==> src/tcc_pkg.sv <==
/*
 * Shared constants for the timer capture/compare block: byte-port
 * addresses, waveform-mode groups, output actions and filter length.
 * Assumes nothing beyond a SystemVerilog compiler.
 */
package tcc_pkg;
   // =========================================================
   // Widths, channel count and filter length
   localparam int CNT_W = 16;
   localparam int BYTE_W = 8;
   localparam int NUM_CH = 2;
   localparam int FILTER_LEN = 4;

   // =========================================================
   // Byte-port addresses (8-bit CPU view of 16-bit registers)
   localparam logic [2:0] ADDR_CAP_LOW = 3'h0;
   localparam logic [2:0] ADDR_CAP_HIGH = 3'h1;
   localparam logic [2:0] ADDR_CMP_LOW = 3'h2;  // Channel n at +2n
   localparam logic [2:0] ADDR_CMP_HIGH = 3'h3; // Channel n at +2n
   localparam logic [2:0] ADDR_CH_STEP = 3'h2;

   // =========================================================
   // Waveform-mode groups, one bit per mode code 0..15
   localparam logic [15:0] PWM_MODES = 16'hCFEE;
   localparam logic [15:0] CAP_TOP_MODES = 16'h5500;
   localparam logic [15:0] UPD_AT_TOP_MODES = 16'h0C0E;

   // =========================================================
   // Output actions on a non-PWM match
   localparam logic [1:0] ACT_NONE = 2'h0;
   localparam logic [1:0] ACT_TOGGLE = 2'h1;
   localparam logic [1:0] ACT_CLEAR = 2'h2;
   localparam logic [1:0] ACT_SET = 2'h3;

   // Filter states
   typedef enum logic [1:0] {
      TCC_FLT_LOW  = 2'b00,
      TCC_FLT_HIGH = 2'b01
   } tcc_flt_t;
endpackage

==> src/tcc_capture_compare.sv <==
/*
 * Input capture and two output compare channels beside a 16-bit
 * counter. CPU writes 16-bit registers as bytes through one shared
 * high-byte latch, also used for capture reads. Assumes counter, prescaler and mode logic live
 * outside and deliver counter_value, timer_tick, at_top and at_bottom,
 * all synchronous to sys_clk.
 */
`timescale 1ns/10ps
module tcc_capture_compare #(
   parameter int CW = tcc_pkg::CNT_W,
   parameter int BW = tcc_pkg::BYTE_W,
   parameter int NCH = tcc_pkg::NUM_CH
) (
   input  wire logic          sys_clk,
   input  wire logic          sys_rst,
   input  wire logic          timer_tick,
   input  wire logic [CW-1:0] counter_value,
   input  wire logic          counter_write,
   input  wire logic          at_top,
   input  wire logic          at_bottom,
   input  wire logic [3:0]    waveform_mode_bits,
   input  wire logic          capture_pin,
   input  wire logic          comparator_output,
   input  wire logic          comparator_capture_select,
   input  wire logic          noise_filter_enable,
   input  wire logic          edge_select,
   input  wire logic          capture_irq_enable,
   input  wire logic          capture_flag_write_one,
   input  wire logic          capture_irq_ack,
   input  wire logic          cpu_wr,
   input  wire logic          cpu_rd,
   input  wire logic [2:0]    cpu_addr,
   input  wire logic [BW-1:0] cpu_wr_data,
   output logic      [BW-1:0] cpu_rd_data,
   input  wire logic [NCH-1:0] compare_irq_enable,
   input  wire logic [NCH-1:0] compare_flag_write_one,
   input  wire logic [NCH-1:0] compare_irq_ack,
   input  wire logic [NCH-1:0] force_compare_strobe,
   input  wire logic [2*NCH-1:0] output_action_bits,
   output logic      [CW-1:0] capture_register,
   output logic               capture_flag,
   output logic               capture_irq,
   output logic      [CW-1:0] compare_a_value,
   output logic      [NCH-1:0] compare_match,
   output logic      [NCH-1:0] compare_flag,
   output logic      [NCH-1:0] compare_irq,
   output logic      [NCH-1:0] compare_output_state
);
   // =========================================================
   // Mode decode
   wire pwm_mode = tcc_pkg::PWM_MODES[waveform_mode_bits];
   wire cap_top_mode = tcc_pkg::CAP_TOP_MODES[waveform_mode_bits];
   wire upd_at_top = tcc_pkg::UPD_AT_TOP_MODES[waveform_mode_bits];
   // Buffer transfer point for double-buffered compare values
   wire buf_load = timer_tick &&
                   (upd_at_top ? at_top : at_bottom);

   // =========================================================
   // Capture trigger path
   // Source mux ahead of the filter: a swap can look like an edge
   wire cap_src = comparator_capture_select ? comparator_output
                                            : capture_pin;
   logic cap_filt;
   logic cap_prev;

   tcc_noise_filter #(
      .LEN           (tcc_pkg::FILTER_LEN)
   ) u_filter (
      .sys_clk       (sys_clk),
      .sys_rst       (sys_rst),
      .filter_enable (noise_filter_enable),
      .raw_in        (cap_src),
      .filtered_out  (cap_filt)
   );

   // Edge detector qualified by edge select and mode
   wire rise = cap_filt && !cap_prev;
   wire fall = !cap_filt && cap_prev;
   wire cap_edge = edge_select ? rise : fall;
   wire capture_now = cap_edge && !cap_top_mode;

   // Previous filtered level
   always_ff @(posedge sys_clk or posedge sys_rst) begin
      if (sys_rst) begin
         cap_prev <= 1'b0;
      end else begin
         cap_prev <= cap_filt;
      end
   end

   // =========================================================
   // CPU byte-access decode
   wire wr_cap_low = cpu_wr && cpu_addr == tcc_pkg::ADDR_CAP_LOW;
   wire wr_cap_ok = wr_cap_low && cap_top_mode;
   wire rd_cap_low = cpu_rd && cpu_addr == tcc_pkg::ADDR_CAP_LOW;
   wire rd_cap_high = cpu_rd && cpu_addr == tcc_pkg::ADDR_CAP_HIGH;
   logic [NCH-1:0] wr_cmp_low;
   logic [NCH-1:0] wr_high;
   logic [BW-1:0]  temp_byte;
   logic [CW-1:0]  cmp_view [NCH];

   // Shared high byte: every high write lands here
   wire any_high_wr = |wr_high ||
                      (cpu_wr && cpu_addr == tcc_pkg::ADDR_CAP_HIGH);

   // Temp latch: high write, or low capture read snapshot
   always_ff @(posedge sys_clk or posedge sys_rst) begin
      if (sys_rst) begin
         temp_byte <= '0;
      end else if (any_high_wr) begin
         temp_byte <= cpu_wr_data;
      end else if (rd_cap_low) begin
         temp_byte <= capture_register[CW-1:BW];
      end
   end

   // =========================================================
   // Capture register and flag
   // Overwritten on every capture, read or not
   always_ff @(posedge sys_clk or posedge sys_rst) begin
      if (sys_rst) begin
         capture_register <= '0;
      end else if (capture_now) begin
         capture_register <= counter_value;
      end else if (wr_cap_ok) begin
         capture_register <= {temp_byte, cpu_wr_data};
      end
   end

   // Set beats clear when both land together
   always_ff @(posedge sys_clk or posedge sys_rst) begin
      if (sys_rst) begin
         capture_flag <= 1'b0;
      end else if (capture_now) begin
         capture_flag <= 1'b1;
      end else if (capture_flag_write_one || capture_irq_ack) begin
         capture_flag <= 1'b0;
      end
   end

   assign capture_irq = capture_flag && capture_irq_enable;

   // =========================================================
   // Match blocking after a counter write
   // Writing the counter thus skips any match on the next timer tick
   logic block_pending;
   always_ff @(posedge sys_clk or posedge sys_rst) begin
      if (sys_rst) begin
         block_pending <= 1'b0;
      end else if (counter_write) begin
         block_pending <= 1'b1;
      end else if (timer_tick) begin
         block_pending <= 1'b0;
      end
   end

   // =========================================================
   // Compare channels
   genvar ch;
   generate
      for (ch = 0; ch < NCH; ch++) begin : g_ch
         logic [CW-1:0] cmp_reg;
         logic [CW-1:0] cmp_buf;
         wire [2:0] lo_addr = 3'(tcc_pkg::ADDR_CMP_LOW +
                                 tcc_pkg::ADDR_CH_STEP * ch);
         wire [2:0] hi_addr = 3'(tcc_pkg::ADDR_CMP_HIGH +
                                 tcc_pkg::ADDR_CH_STEP * ch);
         wire [1:0] action = output_action_bits[2*ch +: 2];
         wire eq = counter_value == cmp_reg;
         wire hit = timer_tick && eq && !block_pending;
         wire forced = force_compare_strobe[ch] && !pwm_mode;
         wire act_now = (hit || forced) && !pwm_mode;

         assign wr_cmp_low[ch] = cpu_wr && cpu_addr == lo_addr;
         assign wr_high[ch] = cpu_wr && cpu_addr == hi_addr;
         // CPU sees the buffer in PWM modes, the live value otherwise
         assign cmp_view[ch] = pwm_mode ? cmp_buf : cmp_reg;
         assign compare_match[ch] = hit;

         // Buffer catches every low-byte commit, in any mode
         always_ff @(posedge sys_clk or posedge sys_rst) begin
            if (sys_rst) begin
               cmp_buf <= '0;
            end else if (wr_cmp_low[ch]) begin
               cmp_buf <= {temp_byte, cpu_wr_data};
            end
         end

         // Live compare value: direct write or buffer transfer
         always_ff @(posedge sys_clk or posedge sys_rst) begin
            if (sys_rst) begin
               cmp_reg <= '0;
            end else if (wr_cmp_low[ch] && !pwm_mode) begin
               cmp_reg <= {temp_byte, cpu_wr_data};
            end else if (pwm_mode && buf_load) begin
               cmp_reg <= cmp_buf;
            end
         end

         // Flag: match sets, ack or write-one clears, set wins
         always_ff @(posedge sys_clk or posedge sys_rst) begin
            if (sys_rst) begin
               compare_flag[ch] <= 1'b0;
            end else if (hit) begin
               compare_flag[ch] <= 1'b1;
            end else if (compare_flag_write_one[ch] ||
                         compare_irq_ack[ch]) begin
               compare_flag[ch] <= 1'b0;
            end
         end

         // Output state kept across mode changes; action read live
         always_ff @(posedge sys_clk or posedge sys_rst) begin
            if (sys_rst) begin
               compare_output_state[ch] <= 1'b0;
            end else if (act_now) begin
               case (action)
                  tcc_pkg::ACT_TOGGLE:
                     compare_output_state[ch] <= !compare_output_state[ch];
                  tcc_pkg::ACT_CLEAR:
                     compare_output_state[ch] <= 1'b0;
                  tcc_pkg::ACT_SET:
                     compare_output_state[ch] <= 1'b1;
                  default:
                     compare_output_state[ch] <= compare_output_state[ch];
               endcase
            end
         end

         assign compare_irq[ch] = compare_flag[ch] &&
                                  compare_irq_enable[ch];
      end
   endgenerate

   // Channel A drives the counter TOP in its TOP modes
   assign compare_a_value = g_ch[0].cmp_reg;

   // =========================================================
   // Read data mux, registered on the read strobe
   logic [BW-1:0] rd_mux;
   always_comb begin
      rd_mux = '0;
      if (rd_cap_low) begin
         rd_mux = capture_register[BW-1:0];
      end else if (rd_cap_high) begin
         rd_mux = temp_byte;
      end
      for (int i = 0; i < NCH; i++) begin
         if (cpu_addr == 3'(tcc_pkg::ADDR_CMP_LOW +
                            tcc_pkg::ADDR_CH_STEP * i)) begin
            rd_mux = cmp_view[i][BW-1:0];
         end else if (cpu_addr == 3'(tcc_pkg::ADDR_CMP_HIGH +
                                     tcc_pkg::ADDR_CH_STEP * i)) begin
            rd_mux = cmp_view[i][CW-1:BW];
         end
      end
   end

   always_ff @(posedge sys_clk or posedge sys_rst) begin
      if (sys_rst) begin
         cpu_rd_data <= '0;
      end else if (cpu_rd) begin
         cpu_rd_data <= rd_mux;
      end
   end
endmodule

==> src/tcc_noise_filter.sv <==
/*
 * Capture noise filter: the output follows the input only after
 * FILTER_LEN equal consecutive samples; bypassed when disabled.
 * Assumes the input is already synchronous to sys_clk.
 */
`timescale 1ns/10ps
module tcc_noise_filter #(
   parameter int LEN = tcc_pkg::FILTER_LEN
) (
   input  wire logic sys_clk,
   input  wire logic sys_rst,
   input  wire logic filter_enable,
   input  wire logic raw_in,
   output logic      filtered_out
);
   // =========================================================
   // Sample history and filter state
   logic [LEN-1:0]     hist;
   tcc_pkg::tcc_flt_t  state;
   tcc_pkg::tcc_flt_t  next_state;
   wire                all_high = &hist;
   wire                all_low = ~|hist;

   // Output only moves on unanimous history
   always_comb begin
      case (state)
         tcc_pkg::TCC_FLT_LOW:
            next_state = all_high ? tcc_pkg::TCC_FLT_HIGH
                                  : tcc_pkg::TCC_FLT_LOW;
         tcc_pkg::TCC_FLT_HIGH:
            next_state = all_low ? tcc_pkg::TCC_FLT_LOW
                                 : tcc_pkg::TCC_FLT_HIGH;
         default:
            next_state = tcc_pkg::TCC_FLT_LOW;
      endcase
   end

   // Runs on sys_clk so the prescaler never stretches it
   always_ff @(posedge sys_clk or posedge sys_rst) begin
      if (sys_rst) begin
         hist  <= '0;
         state <= tcc_pkg::TCC_FLT_LOW;
      end else begin
         hist  <= {hist[LEN-2:0], raw_in};
         state <= next_state;
      end
   end

   // Disabled: one register stage, same as the edge path without filter
   assign filtered_out = filter_enable ? (state == tcc_pkg::TCC_FLT_HIGH)
                                       : hist[0];
endmodule

==> config.mk <==
export PLATFORM = sky130hd
export DESIGN_NAME = tcc_capture_compare
export DESIGN_NICKNAME = d
export VERILOG_FILES = /design/src/tcc_pkg.sv /design/src/tcc_capture_compare.sv /design/src/tcc_noise_filter.sv
export SDC_FILE = /design/constraint.sdc
export NUM_CORES = 1
export LEC_CHECK = 0
export BUFFER_PORTS_ARGS = -buffer_cell sky130_fd_sc_hd__buf_2
export CAP_MARGIN = 20
export CORE_MARGIN = 2
export CORE_UTILIZATION = 50
export CTS_CLUSTER_DIAMETER = 80
export DETAILED_ROUTE_END_ITERATION = 10
export PLACE_DENSITY = 0.85
export SLEW_MARGIN = 20
export SYNTH_ARGS = -nofsm -noshare
export SYNTH_HDL_FRONTEND = slang
export SYNTH_HIERARCHICAL = 1
export SYNTH_SLANG_ARGS = --single-unit
==> constraint.sdc <==
create_clock -name sys_clk -period 2.9 [get_ports sys_clk]
set_input_delay 0.435 -clock sys_clk [delete_from_list [all_inputs] [get_ports sys_clk]]
set_output_delay 0.435 -clock sys_clk [all_outputs]
set_load 0.03 [all_outputs]
# After elaboration in Yosys (flattened, before gate mapping)
# Memory sizes are Yosys's and may differ from the RTL's.
# Index checks and enable logic that the tools add are counted.
[word_totals]
reg_bits = 109
rom_bits = 48
inputBits = 59
wordCells = 127
n_memories = 3
[memory_table]
columns = ["memory", "depth", "word_bits", "rd", "rd_clocked_by_memory_dff", "write_ports", "line", "source"]
rows = [
  ["(no name shown)", 16, 1, 1, 0, 0, "tcc_capture_compare.sv:53", "wire upd_at_top = tcc_pkg::UPD_AT_TOP_MODES[waveform_mode_bits];"],
  ["(no name shown)", 16, 1, 1, 0, 0, "tcc_capture_compare.sv:52", "wire cap_top_mode = tcc_pkg::CAP_TOP_MODES[waveform_mode_bits];"],
  ["(no name shown)", 16, 1, 1, 0, 0, "tcc_capture_compare.sv:51", "wire pwm_mode = tcc_pkg::PWM_MODES[waveform_mode_bits];"],
]
[classes]
order_cmp = 1
n_eq_ne = 14
mux = 36
n_reduce_logical = 57
[op_table]
columns = ["operator", "n"]
rows = [
  ["2-to-1 mux 16 bit", 8],
  ["2-to-1 mux 8 bit", 8],
  ["== test 16 bit", 2],
  ["logical AND 1 bit", 27],
  ["2-to-1 mux 1 bit", 17],
  ["nonzero test 2 bit", 8],
  ["== test 2 bit (second input constant)", 4],
  ["zero test 1 bit", 7],
  ["== test 2 x 1 -> 1 bit (second input constant)", 3],
  ["== test 3 x 2 -> 1 bit (second input constant)", 2],
  ["== test 3 bit (second input constant)", 2],
  ["logical OR 1 bit", 6],
  ["one-hot mux 1 bit (3 select lines)", 2],
  ["nonzero test 3 bit", 2],
  ["less-than comparator 4 x 5 -> 1 bit (second input constant)", 1],
  ["one-hot mux 2 bit (2 select lines)", 1],
  ["AND reduction 2 bit", 2],
  ["AND reduction 4 bit", 1],
  ["OR reduction 4 bit", 1],
  ["== test 3 x 1 -> 1 bit (second input constant)", 1],
  ["zero test 3 bit", 1],
  ["zero test 2 bit", 1],
  ["OR reduction 2 bit", 1],
]

# Depth between registers and ports, before layout
[depth]
depth_word = 8
ltp_mapped = 8

# Cells and area by module
# The synthesis kept the hierarchy.
[by_module_without_submodules]
columns = ["mod", "n_inst", "cells_per_inst", "area_each_um2"]
rows = [
  ["tcc_capture_compare", 1, 583, 5695.5],
  ["tcc_noise_filter", 1, 10, 166.4],
]

# Worst setup path before layout
# No wires, ideal clock.
[synth_timing]
path_type = "input -> register"
startpoint = "input waveform_mode_bits[0]"
endpoint = "register cpu_rd_data[3]"
t_arrival_ns = 2.030
path_slack_ns = 0.744
cell_stages = 6
n_path_buf = 1
cell_sequence = "nor2b_1 -> or3_4 -> buf_6 -> mux2_4 -> a221o_1 -> a311o_1"
[synth_between]
elab_chain_cells = 7
[synth_rtl]
columns = ["item", "line", "source"]
rows = [
  ["from (decl)", "tcc_capture_compare.sv:21", "input wire logic [3:0] waveform_mode_bits,"],
  ["memory (16 x 1 bit) *", "n/a", ""],
  ["2-to-1 mux 1 bit (implied by the code) *", "tcc_capture_compare.sv:51", ""],
  ["2-to-1 mux 16 bit", "tcc_capture_compare.sv:177", "assign cmp_view[ch] = pwm_mode ? cmp_buf : cmp_reg;"],
  ["2-to-1 mux 8 bit", "tcc_capture_compare.sv:252", "end else if (cpu_addr == 3'(tcc_pkg::ADDR_CMP_HIGH +"],
  ["2-to-1 mux 8 bit", "tcc_capture_compare.sv:249", "if (cpu_addr == 3'(tcc_pkg::ADDR_CMP_LOW +"],
  ["2-to-1 mux 8 bit", "tcc_capture_compare.sv:252", ""],
  ["2-to-1 mux 8 bit *", "tcc_capture_compare.sv:249", ""],
  ["to (signal assigned)", "tcc_capture_compare.sv:263", "cpu_rd_data <= rd_mux;"],
  ["to (decl)", "tcc_capture_compare.sv:34", "output logic [BW-1:0] cpu_rd_data,"],
]
# Every way passes the cells marked *; elsewhere a longest branch is shown, timed or not. The select of a mux whose other input is x is not followed.
# A chain may end at the register's enable or synchronous reset.

# Final worst setup path
[layout_timing]
startpoint = "register g_ch[1].cmp_reg[8]"
endpoint = "output compare_match[1]"
[layout_between]
elab_chain_cells = 3
[layout_rtl]
columns = ["item", "line", "source"]
rows = [
  ["from (decl)", "tcc_capture_compare.sv:162", "logic [CW-1:0] cmp_reg;"],
  ["from (signal assigned)", "tcc_capture_compare.sv:194", "cmp_reg <= {temp_byte, cpu_wr_data};"],
  ["from (signal assigned)", "tcc_capture_compare.sv:196", "cmp_reg <= cmp_buf;"],
  ["== test 16 bit", "tcc_capture_compare.sv:169", "wire eq = counter_value == cmp_reg;"],
  ["logical AND 1 bit (2 in series)", "tcc_capture_compare.sv:170", "wire hit = timer_tick && eq && !block_pending;"],
  ["to (decl)", "tcc_capture_compare.sv:44", "output logic [NCH-1:0] compare_match,"],
]
# No other way between the ends.

==> metrics.yaml <==
clock_network:
  cts_root_buf: "clkbuf_16"
  hold_buffers: 1
  cts_tree: "done"
  cts_setup_buffers: 0
  cts-resized-gates: 0
  numCtsBuffers: 9
  clock-sinks: 108
  h-tree-depth: 3
  clk_latency_ns: 0.36
  cts.clk_slew.worst_paths_ns: 0.07
  cts_max_path_buffers: 2
timing:
  relSlewSlack: 0.467
  rsz0062_at_grt: "false"
  skew_ns: 0.00773
  hold_viol_final: 0
  slew_viol_final: 0
  fin_tns_setup_ns: 0
  max_clock_freq_ghz: 0.424
  setup_viol: 0
  tightest_slew_ns: 0.797
  min_period_over_period: 0.813
  min_period_ns: 2.36
logic_synthesis:
  ys.flop_type: "dfrtp_1"
  syn_area_per_cell_sq_um: 9.89
  synthCells: 593
  post-synth-top-count-cell: "dfrtp_1"
  synth_area_leaders: "dfrtp_1, mux2i_1, mux2_2, nand2_1, xnor2_1"
  synth_edf_count: 0
  seq_area_frac_synth: 0.461
  yosys_warnings: 6
  syn_area_sq_um: 5860
  synthesis.nets: 652
  synth_top_area_frac: 0.461
  yosysTopAreaCell: "dfrtp_1"
  synth_cell_types: 42
  synth_common_cells: "dfrtp_1, nand2_1, nor2_1"
  ys_ff_latch: 108
  synthArstFlopShare: 1.00
setup_path:
  cp-end-kind: "output pin"
  r2r_slack_ns: 1.20
  worstSetupStartpointType: "flop"
  path_class: "flop to output pin"
  critical_path_required_ns: 2.47
  critical_path_arrival_ns: 1.92
  worst-path-max-fanout: 3
place:
  io_buffers: 108
  dpl_cell_area_sq_um: 6580
  place_hpwl_mm: 13.5
  gp_congestion: 0.926
cells_and_area:
  final_area_sq_um: 6920
  area_delta_synth_final_pct: 18.0
  drive_gt1_frac: 0.266
  diodes: 0
  regMostFlops: "g_ch.cmp_buf"
  largest_register_ffs: 32
  fin_nets: 752
route:
  dr_total_vias: 5141
  antenna_left: 0
  wl_per_cell_um: 22.7
  vias_per_cell: 6.11
  drc: 0
  drt_pass1_iterations: 5
  first_iter_violations: 430
  routed_wl_mm: 19.1
worst_hold_path:
  hp-class: "input pin to flop"
power_and_ir_drop:
  p_leak_nw: 3.16
  power_density_nw_per_um2: 851
  vdd_ir_drop_max_mv: 0.463
floorplanning:
  die_area_sq_um: 12600
  core_sq_um: 11400
  num_rows: 39
  die_x_um: 112
  start_util: 0.513
  fp.dieH_um: 112
  io_pins: 109
grt:
  gr-total-overflow: 0
  grt_usage: 0.308
  grt_antenna_before_repair: 1
  grt_pass1_wl_mm: 29.4
  grt_pass1_vias: 5112
  grt_max_degree: 104
status:
  outcome: "finished clean"
job:
  drv_cap: 0
final timing paths:
path,endpoint,from,cells past startpoint
setup / recovery,compare_match[1],g_ch[1].cmp_reg[8]$_DFFE_PP0P_,5
hold / removal,block_pending$_DFFE_PP0P_,counter_write,2
hold reg to reg,u_filter/hist[3]$_DFF_PP0_,u_filter/hist[2]$_DFF_PP0_,0
min in group asynchronous,u_filter/hist[0]$_DFF_PP0_,sys_rst,3
max in group asynchronous,g_ch[1].cmp_buf[6]$_DFFE_PP0P_,sys_rst,4
setup reg to reg,capture_register[13]$_DFFE_PP0P_,u_filter/hist[0]$_DFF_PP0_,6
metrics by stage:
stage               power [mW]  std cells   util  setup slack [ns]  hold WS [ns]
floorplan                 3.74        593      -             0.744         0.214
global placement          4.44        824  0.577             0.528         0.361
detailed placement        4.53        824  0.577             0.490         0.374
CTS                       5.88        841  0.606             0.582         0.249
global route              6.15        841  0.606             0.500         0.251
finish                    5.89        841  0.606             0.542         0.252
metal layers:
metal / up-vias / part of all wire / global-route usage
met5: - / 0 / 0
met1: 2542 / 0.42 / 0.432
met2: 249 / 0.47 / 0.484
met3: 41 / 0.073 / 0.0486
met4: 0 / 0.033 / 0.120
li1: 2309 / - / -
kinds of logic after synthesis:
group,after synthesis,share of synthesized area
simple gates,208,0.164
mux,92,0.168
xor+xnor,32,0.0478
buf+inv,42,0.0314
flops,108,0.461
compound gates,111,0.128
cell usage in the layout (no fill, tap or decap), types with 8 or more instances in the layout:
cell,instances
dfrtp_1,108
buf_2,108
nand2_1,76
nor2_1,52
mux2i_1,51
mux2_2,36
a21oi_1,34
xnor2_1,32
nand3_1,31
o21ai_0,17
nand4_1,15
buf_4,15
nor2b_1,12
a31oi_1,12
clkbuf_16,9
a22oi_1,8
a221o_1,8
a311o_1,8
worst max-delay path, cell delays in order, from the launching register on:
cell,delay (ns)
dfrtp_1,0.40
xnor2_1,0.36
nand4_1,0.23
nor2_1,0.17
and3_1,0.21
buf_2,0.21
power by group:
| part | internal (mW) | total, mW | switching (mW) |
|---|---|---|---|
| combinational | 0.787 | 2.00 | 1.21 |
| clock | 0.767 | 1.35 | 0.587 |
| sequential | 1.97 | 2.54 | 0.570 |
final cells by class:
type / count / area (sq um)
fill: 966 / 4500
timing repair buffer: 126 / 703
sequential: 108 / 2700
tap: 143 / 179
multi-input combinational: 443 / 2990
clock buffer: 10 / 229
inverter: 5 / 22.5
clock inverter: 6 / 93.8
Power figures use the tool's default switching activity.
